## config.mk

```make
export PLATFORM = sky130hd
export DESIGN_NAME = two_stage_event_controller
export DESIGN_NICKNAME = d
export VERILOG_FILES = /design/src/two_stage_event_controller.v
export VERILOG_INCLUDE_DIRS = /design/src /design/src/src
export SDC_FILE = /design/constraint.sdc
export NUM_CORES = 2
export LEC_CHECK = 0
export ABC_AREA = 1
export BUFFER_PORTS_ARGS = -buffer_cell sky130_fd_sc_hd__buf_4
export CAP_MARGIN = 15
export CORE_UTILIZATION = 55
export DETAILED_ROUTE_END_ITERATION = 12
export PLACE_DENSITY = 0.73
export SYNTH_ARGS = -nofsm -noshare
export SYNTH_HDL_FRONTEND = slang
export SYNTH_SLANG_ARGS = --single-unit
```

## constraint.sdc

```tcl
create_clock -name mclk -period 4.5 [get_ports mclk]
set_input_delay 0.45 -clock mclk [delete_from_list [all_inputs] [get_ports mclk]]
set_output_delay 0.45 -clock mclk [all_outputs]
set_load 0.005 [all_outputs]
```

## src/event_ctl_defines.vh

```
`ifndef EVENT_CTL_DEFINES_VH
`define EVENT_CTL_DEFINES_VH
// priority levels, 0 highest
`define LVL_EMU 4'h0
`define LVL_RST 4'h1
`define LVL_NMI 4'h2
`define LVL_EXC 4'h3
`define LVL_HWE 4'h5
`define LVL_TMR 4'h6
`define LVL_GEN_FIRST 4'h7
`define LVL_SW_FIRST 4'hE
`define LVL_NONE 5'h10
// levels that no enable bit can hold back
`define LVL_FIXED_MASK 16'h000F
// levels that the router may reach
`define LVL_GEN_MASK 16'hFF80
// single level bit before shifting
`define LVL_ONE 16'h0001
// widths
`define NUM_LEVELS 16
`define NUM_SRC 8
`define NUM_GEN 9
`define MAP_W 4
`define MAP_BUS_W 32
`define ADDR_W 32
`define STATE_W 32
// default routing: source n to level 7+n, last source shares level 13
`define MAP_RESET 32'hDDCBA987
// stack
`define STACK_DEPTH 16
`define SP_W 5
`define SP_STEP 5'h01
`endif

```

## src/two_stage_event_controller.v

```verilog
`timescale 1ns/1ns
// Notes on behaviour
// - a new higher event may start while older routines stay active, nested
// - among competing events the higher priority one is always dispatched first; an offered level is still taken before a higher one arriving later
// - five event classes: emulation, reset, nonmaskable, exception, interrupt
// - emulation event puts the core in emulation mode driven by debug port
// - a reset event resets the whole processor
// - nonmaskable event comes from watchdog expiry or the external pin
// - exceptions are synchronous; faulting instruction is held from completing
// - interrupts are asynchronous: timers, peripherals, pins, software raise
// - each level has its own return address and return instruction
// - every taken event pushes processor state onto the supervisor stack
// - peripheral requests pass the router, then the general levels of core stage
// - fixed ranking 0 highest: emu, reset, nmi, exc, hwerr 5, timer 6, 7 to 15
// - nine general levels; the two lowest kept for software raised interrupts
// - router resets to a default map; software may rewrite map and priorities
`include "event_ctl_defines.vh"
module two_stage_event_controller
(
	input wire mclk,
	input wire reset,
	input wire emu_req,
	input wire reset_req,
	input wire watchdog_expired,
	input wire nmi_pin,
	input wire exc_req,
	input wire hw_error_req,
	input wire core_timer_req,
	input wire [`NUM_SRC-1:0] periph_req,
	input wire [1:0] sw_raise,
	input wire map_wr,
	input wire [`MAP_BUS_W-1:0] map_wdata,
	input wire [`ADDR_W-1:0] cur_pc,
	input wire [`STATE_W-1:0] cur_state,
	input wire [`LVL_NONE-1:0] level_enable,
	input wire event_ack,
	input wire rtn_req,
	input wire [3:0] rtn_level,
	output reg event_valid,
	output reg [3:0] event_level,
	output reg [`ADDR_W-1:0] rtn_addr,
	output reg rtn_valid,
	output wire exc_stall,
	output reg emu_mode,
	output reg core_reset,
	output reg [`LVL_NONE-1:0] active_q,
	output reg [`LVL_NONE-1:0] pending_q,
	output reg [`MAP_BUS_W-1:0] map_q,
	output reg push_valid,
	output reg [`STATE_W-1:0] push_data,
	output reg stack_overflow
);
	// dispatch sequence: idle, offer until taken, push, then idle again
	// returns are only accepted in idle, so they never race a push
	localparam S_IDLE = 2'h0; // nothing offered
	localparam S_OFFER = 2'h1; // level shown, waiting for the core
	localparam S_PUSH = 2'h2; // state goes onto the stack
	// sequencer
	reg [1:0] state_q;
	reg [1:0] state_d;
	reg [3:0] sel_q;

	// return address per level and the supervisor stack
	reg [`ADDR_W-1:0] ret_reg [0:`NUM_LEVELS-1];
	reg [`STATE_W-1:0] stack_mem [0:`STACK_DEPTH-1];
	reg [`SP_W-1:0] sp_q;
	wire stack_room;
	wire [`SP_W-1:0] sp_top;

	// request vectors and the two winners
	reg [`LVL_NONE-1:0] raw_req;
	reg [`LVL_NONE-1:0] routed;
	reg [4:0] best_pend;
	reg [4:0] best_act;

	// strobes of the current cycle
	wire offer_now;
	wire take_now;
	wire push_now;
	wire rtn_now;
	integer i; // reset loop over the return registers
	integer r; // router loop over the sources

	// lowest index set bit, LVL_NONE when empty
	function [4:0] first_set;
		input [`LVL_NONE-1:0] v;
		integer k;
		begin
			first_set = `LVL_NONE;
			for (k = `NUM_LEVELS - 1; k >= 0; k = k - 1)
				if (v[k])
					first_set = k[4:0];
		end
	endfunction

	// one-hot bit of a level
	function [`LVL_NONE-1:0] level_bit;
		input [3:0] lvl;
		begin
			level_bit = `LVL_ONE << lvl;
		end
	endfunction

	// router: each peripheral source lands on its programmed general level
	// levels below the general range are cut off in the gather step
	always @*
	begin
		routed = {`LVL_NONE{1'b0}};
		for (r = 0; r < `NUM_SRC; r = r + 1)
			if (periph_req[r])
				routed[map_q[r*`MAP_W +: `MAP_W]] = 1'b1;
	end

	// gather every event class into the level vector
	// level four has no source and stays clear
	always @*
	begin
		raw_req = routed & `LVL_GEN_MASK;
		raw_req[`LVL_EMU] = emu_req;
		raw_req[`LVL_RST] = reset_req;
		raw_req[`LVL_NMI] = watchdog_expired | nmi_pin;
		raw_req[`LVL_EXC] = exc_req;
		raw_req[`LVL_HWE] = hw_error_req;
		raw_req[`LVL_TMR] = core_timer_req;
		raw_req[`LVL_SW_FIRST] = raw_req[`LVL_SW_FIRST] | sw_raise[0];
		raw_req[`LVL_SW_FIRST+4'h1] = raw_req[`LVL_SW_FIRST+4'h1] | sw_raise[1];
	end

	// highest pending and highest active
	always @*
	begin
		best_pend = first_set(pending_q & (level_enable | `LVL_FIXED_MASK));
		best_act = first_set(active_q);
	end

	// faulting instruction held until exception is dispatched
	assign exc_stall = pending_q[`LVL_EXC] | exc_req;

	// dispatch sequencing
	always @*
	begin
		state_d = state_q;
		case (state_q)
			S_IDLE:
				// only a strictly higher level may preempt
				if (best_pend < best_act && best_pend != `LVL_NONE)
					state_d = S_OFFER;
			S_OFFER:
				if (event_ack)
					state_d = S_PUSH;
			S_PUSH:
				state_d = S_IDLE;
			default:
				state_d = S_IDLE;
		endcase
	end

	// handshake strobes of this cycle
	assign offer_now = (state_q == S_IDLE) && (state_d == S_OFFER);
	assign take_now = (state_q == S_OFFER) && event_ack;
	assign push_now = (state_q == S_PUSH);

	// a return is only honoured in idle and for a level that is active
	assign rtn_now = rtn_req && (state_q == S_IDLE) && active_q[rtn_level];

	// room left on the stack, and the slot of the newest entry
	assign stack_room = (sp_q < `STACK_DEPTH);
	assign sp_top = sp_q - `SP_STEP;

	// dispatch state; the offer stands until the core takes it
	// the level is frozen once offered; a higher one nests right after
	always @(posedge mclk)
	begin
		if (reset)
		begin
			state_q <= S_IDLE;
			sel_q <= 4'h0;
			event_valid <= 1'b0;
			event_level <= 4'h0;
		end
		else
		begin
			state_q <= state_d;
			if (offer_now)
			begin
				sel_q <= best_pend[3:0];
				event_level <= best_pend[3:0];
				event_valid <= 1'b1;
			end
			else if (state_q != S_OFFER || event_ack)
				event_valid <= 1'b0;
		end
	end

	// pending set: requests are sticky, a taken level is cleared, a new request wins
	// masking by level_enable happens at dispatch, not here
	always @(posedge mclk)
	begin
		if (reset)
			pending_q <= {`LVL_NONE{1'b0}};
		else if (take_now)
			pending_q <= (pending_q & ~level_bit(sel_q)) | raw_req;
		else
			pending_q <= pending_q | raw_req;
	end

	// nesting: a taken level turns active, its return releases it
	always @(posedge mclk)
	begin
		if (reset)
			active_q <= {`LVL_NONE{1'b0}};
		else if (take_now)
			active_q <= active_q | level_bit(sel_q);
		else if (rtn_now)
			active_q <= active_q & ~level_bit(rtn_level);
	end

	// one return address per level, caught when the core takes the event
	always @(posedge mclk)
	begin
		if (reset)
		begin
			for (i = 0; i < `NUM_LEVELS; i = i + 1)
				ret_reg[i] <= {`ADDR_W{1'b0}};
		end
		else if (take_now)
			ret_reg[sel_q] <= cur_pc;
	end

	// return: saved address handed back with a one cycle strobe
	// the stack pops in the same cycle, in the stack process
	always @(posedge mclk)
	begin
		if (reset)
		begin
			rtn_valid <= 1'b0;
			rtn_addr <= {`ADDR_W{1'b0}};
		end
		else
		begin
			rtn_valid <= rtn_now;
			if (rtn_now)
				rtn_addr <= ret_reg[rtn_level];
		end
	end

	// emulation mode lasts until its own return; reset is a single pulse
	always @(posedge mclk)
	begin
		if (reset)
		begin
			emu_mode <= 1'b0;
			core_reset <= 1'b0;
		end
		else
		begin
			core_reset <= take_now && (sel_q == `LVL_RST);
			if (take_now && sel_q == `LVL_EMU)
				emu_mode <= 1'b1;
			else if (rtn_now && rtn_level == `LVL_EMU)
				emu_mode <= 1'b0;
		end
	end

	// supervisor stack: state pushed one cycle after the take, popped on return
	// at most fifteen levels can nest, so overflow only guards against misuse
	always @(posedge mclk)
	begin
		if (reset)
		begin
			sp_q <= {`SP_W{1'b0}};
			push_valid <= 1'b0;
			push_data <= {`STATE_W{1'b0}};
			stack_overflow <= 1'b0;
		end
		else
		begin
			push_valid <= push_now && stack_room;
			if (push_now && stack_room)
			begin
				stack_mem[sp_q[3:0]] <= cur_state;
				sp_q <= sp_q + `SP_STEP;
				push_data <= cur_state;
			end
			else if (push_now)
				stack_overflow <= 1'b1; // sticky, no room left
			else if (rtn_now && sp_q != {`SP_W{1'b0}})
			begin
				sp_q <= sp_top;
				push_data <= stack_mem[sp_top[3:0]];
			end
		end
	end

	// router map: default after reset, rewritten by software
	// nibble n of the map holds the level of source n
	always @(posedge mclk)
	begin
		if (reset)
			map_q <= `MAP_RESET;
		else if (map_wr)
			map_q <= map_wdata;
	end
endmodule // two_stage_event_controller

```

# Yosys cells after proc, flatten, opt, wreduce, memory -nomap -nowiden
# Memories as Yosys holds them, arrays and structs flattened. A register that Yosys moved wholly into a read port is not among the register bits.
# Cells that the tools add are included.
# totals
regBits	113
ram_bits	1024
in_bits	138
output_inout_bits	139
elab_cells	180
mem_count	2
# classes
addsub	2
n_lt_le_gt_ge	19
eq_ne	7
shift	2
mux	85
bitwise_logic	20
n_reduce_logical	30
# mem_list
memory	words	width	rd	rd_ports_with_merged_regs	write_ports	line_no	text
ret_reg	16	32	1	1	16	two_stage_event_controller.v:64	reg [`ADDR_W-1:0] ret_reg [0:`NUM_LEVELS-1];
stack_mem	16	32	1	0	1	two_stage_event_controller.v:65	reg [`STATE_W-1:0] stack_mem [0:`STACK_DEPTH-1];
# ops
cell	count
two-way mux 16 bit	11
two-way mux 5 bit	35
bitwise OR 16 bit	10
two-way mux 32 bit	4
bitwise AND 16 bit	3
< comparator 4 x 5 -> 1 bit (second input constant)	9
demux 1 bit (select 4 bit)	8
>= comparator 4 x 1 -> 1 bit (second input constant)	8
NOT 16 bit	2
OR reduction 32 bit	1
<< shifter 1 x 4 -> 16 bit (first input constant)	2
two-way mux 1 bit	22
logical AND 1 bit	18
zero test 4 bit	2
nonzero test 2 bit	4
adder 5 x 1 -> 5 bit (second input constant)	1
< comparator 5 bit	1
< comparator 5 bit (second input constant)	1
inequality test 5 bit (second input constant)	1
nonzero test 5 bit	1
subtractor 5 x 1 -> 5 bit (second input constant)	1
binary-select mux 1 bit (select 4 bit)	1
== test 2 x 1 -> 1 bit (second input constant)	2
== test 4 x 1 -> 1 bit (second input constant)	1
other kinds (10)	16

# Logic depth before layout (Yosys ltp)
# depth
depth_word	24
ltp_mapped	23
depth_no_buf	23

# Worst setup path after synthesis
# OpenSTA, ideal clock, no wires.
# synth_path
path_type	flip-flop to flip-flop
startpoint	register state_q[1]
endpoint	memory stack_mem[3][0] (netlist name), enable pin
setup_time_ps	461
arrival_ps	3521
required_time_ps	4039
slack_ps	517
stages_incl_launch_ff	9
path_buffers	0
synth_period_minus_slack_ps	3983
cell_sequence	dfxtp_1 -> inv_1 -> nor2_1 -> inv_1 -> nor2_1 -> inv_2 -> nor2_1 -> inv_1 -> nor3_1
# synth_via
elab_chain_cells	5
# synth_rtl
item	line_no	text
start: declaration	two_stage_event_controller.v:59	reg [1:0] state_q;
start signal: assignment	two_stage_event_controller.v:183	state_q <= state_d;
== test 2 bit	two_stage_event_controller.v:161	assign push_now = (state_q == S_PUSH);
logical AND 1 bit	two_stage_event_controller.v:279	if (push_now && stack_room)
two-way mux 1 bit	two_stage_event_controller.v:279	
two-way mux 1 bit	two_stage_event_controller.v:269	if (reset)
two-way mux 1 bit (implied by the code)	two_stage_event_controller.v:281	stack_mem[sp_q[3:0]] <= cur_state;
end: declaration	two_stage_event_controller.v:65	
# No other way between the ends.

# Final worst setup path
# layout_path
startpoint	register state_q[1]
endpoint	memory stack_mem[10][27] (netlist name), enable pin
# The elaborated chain is that of the path after synthesis.

==> results.tsv <==
metric	value	unit
Clock Tree Buf Depth	3	
post-synthesis adder-cell area fraction	0.2343	%
hold violation count in the final report	0	
yosys warns	0	
worst rel slew slack	22.42	%
simple logic cell fraction of the synthesized area	14.49	%
Area after DPL	51350	µm²
DRT antenna net count	0	
Root Driver	clkbuf_16	
placement row count	108	
Final min period	3.431	ns
critical path capture point type	flip-flop	
CP arrival	3.77	ns
final hold slack	0.02975	ns
vias	35070	
layout cell share with drive strength beyond 1	13.00	%
critical path peak fanout	35	
maximum vdd drop	0.0004955	V
EDFF count, synth	1024	
die height	297.6	µm
Mapped Area	48060	µm²
Lkg Pwr	0.02052	µW
Mean Syn Cell Area	11.13	µm²
GPL Wtd Cong	0.9127	
vias per inst	6.085	
Power Dens Cells	466.2	nW/µm²
initial drt markers	4039	
Post-layout nets	4652	
Total Wirelength	137100	µm
sequential area share after synthesis	70.02	%
mux cell area share after synthesis	0	%
Die X	297.6	µm
CTS buffer count	115	
Top FF cell, synth	edfxtp_1	
Max Transition Viols Final	0	
post-route setup TNS	0	ns
post-synthesis xor/xnor area fraction	0.05467	%
Worst Max-Slew Pin Slew	1.164	ns
initial antenna violation count	6	
reg2reg start	state_q[1]	
synthesized instance count	4317	
# DRC	0	
Total Routing Usage GR	30.28	%
Hold WC Path Type	input pin to flip-flop	
number of global-route vias before repair	33550	
DR pass1 iterations	8	
Final setup viols	0	
Compound-Gate Fraction of Synth Area	11.29	%
min-delay src	map_wdata[15]	
Distinct cells, synth	45	
dominant cell type by area after synthesis	edfxtp_1	
FFs w/ async S/R, synth	0	%
Critical Path Start	state_q[1]	
final clock skew	0.02785	ns
fmax	0.2915	GHz
area of the die	88570	µm²
H-Tree Depth	3	
unrepaired setup endpoints after global routing	no	
leading post-synthesis cells by cell area	edfxtp_1 (64%), nor2_1 (6.8%), dfxtp_1 (6.0%)	
DP HPWL	74030	µm
Top Ports	277	
combinational family with the most area after synthesis	simple AND/OR/NAND/NOR gates	
Synth top area share	63.98	%
worst path required time	4.84	ns
design area	55500	µm²
fin crit share	76.23	%
GRT overflow	0	
first-pass GRT wire length	202600	µm
CORE AREA	86620	µm²
CTS tree	done	
max cap viols	0	
area grow syn2layout	15.48	%
#FFs+latches synth	1169	
syn nets	4464	
CP Launch Type	flip-flop	
Starting Density	55.49	%
CP Class	flip-flop to flip-flop	
status	complete, no violations	
clock transition at the registers of the reported paths	0.06	ns
Avg WL per Cell	23.78	µm
PortBufs	272	
largest net degree at the start of global routing	259	
Core Util, Final	64.08	%
CTS sink cnt	1169	
clk_lat worst skew	0.70	ns
-- placed cells by master (no fill, tap or decap), types with 9 or more instances in the layout --
master            n
dfxtp_1         144
clkinv_2         18
a31oi_1          54
nand2_1         619
buf_12            9
bufinv_16        12
o21ai_1          24
clkbuf_1         38
clkbuf_8         17
nor2_1          860
nor2_4           16
buf_4           350
clkbuf_16       116
inv_1           153
o211ai_1         28
nand3_1         141
a22oi_1         110
edfxtp_1       1024
a41oi_1          34
a21oi_1         100
o21ai_0         380
nand4_1          66
nand2_2          14
dlygate4sd3_1    23
o22ai_1         135
nor3_1           14
-- report_power, final --
part           total, µW  switching [µW]  internal, µW
logic               3550            2450          1110
registers          12400             226         12200
clock network       9910            4150          5760
total              25900            6820         19100
-- critical path, stage by stage, from the launching register on --
cell and delay (ns):
dfxtp_1 0.34, inv_1 0.06, nor2_1 0.39, inv_1 0.15, nor2_4 0.12, inv_2 0.04, buf_4 0.31, nor2_1 0.36
nand2_1 0.31, nor2_4 0.54, buf_4 0.44
-- kinds of logic (layout without fill, tap and decap cells) --
family          count (synthesis)  after routing
xor+xnor                        3              3
other cells                     0              1
flops                        1169           1169
simple gates                 1745           1745
buf+inv                       479            770
fa+ha+maj                       9              9
compound gates                912            912
-- Yosys cell counts (2+ instances only) --
master,count
nand2_2,2
a221oi_1,5
a22oi_1,110
nand4_1,66
inv_2,11
edfxtp_1,1024
a31oi_1,54
o31ai_1,8
a32oi_1,4
nor2_4,2
o22ai_1,135
a41oi_1,34
o21ai_0,385
nand2_1,631
o221ai_1,7
a21oi_1,100
buf_2,42
nor3_1,17
o32ai_1,4
nor4_1,7
nor2_1,874
xor2_1,2
clkbuf_1,234
buf_1,27
ha_1,9
o211ai_1,28
buf_4,7
o21ai_1,24
clkinv_1,3
dfxtp_1,145
nand3_1,145
inv_1,154
o21bai_1,2
a311oi_1,4
-- what timing repair did --
item,4_1_cts,5_1_grt
hold endpoints to repair,23,0
hold buffers,23,0
resized for setup,0,0
buffers inserted,0,0
-- per-stage QoR --
stage | total power, µW | worst slack (ns) | cells
finish | 25880 | 1.070 | 5764
global route | 26680 | 0.9077 | 5763
CTS | 25900 | 1.119 | 5763
detailed placement | 16120 | 1.173 | 5520
global placement | 16050 | 1.220 | 5520
floorplan | 14710 | 0.5174 | 4317
-- metal layers --
metal  wire length, µm  up-vias  GRT usage (%)
met5                77        -              0
met4              5946       12          13.19
met3             12070      396          5.237
met2             68030     1894          52.05
met1             50960    17020          37.66
li1                  -    15750              -
-- layout make-up --
type / instances / area (µm²)
Clock buffer: 171 / 3279
Fill cell: 6458 / 31110
Clock inverter: 49 / 641.9
Multi-Input combinational cell: 2669 / 12790
Timing Repair Buffer: 382 / 3038
Sequential cell: 1169 / 33660
Antenna cell: 1 / 2.502
Tap cell: 1155 / 1445
Inverter: 168 / 649.4
-- worst paths after layout --
kind                            slack [ns]                end  cells past startpoint
worst max-delay path                  1.07  stack_mem[10][27]                     10
worst min-delay path                  0.03          map_q[15]                      3
worst max register to register        1.07  stack_mem[10][27]                     10
worst min register to register        0.45     stack_overflow                      2
Power figures use the tool's default switching activity.
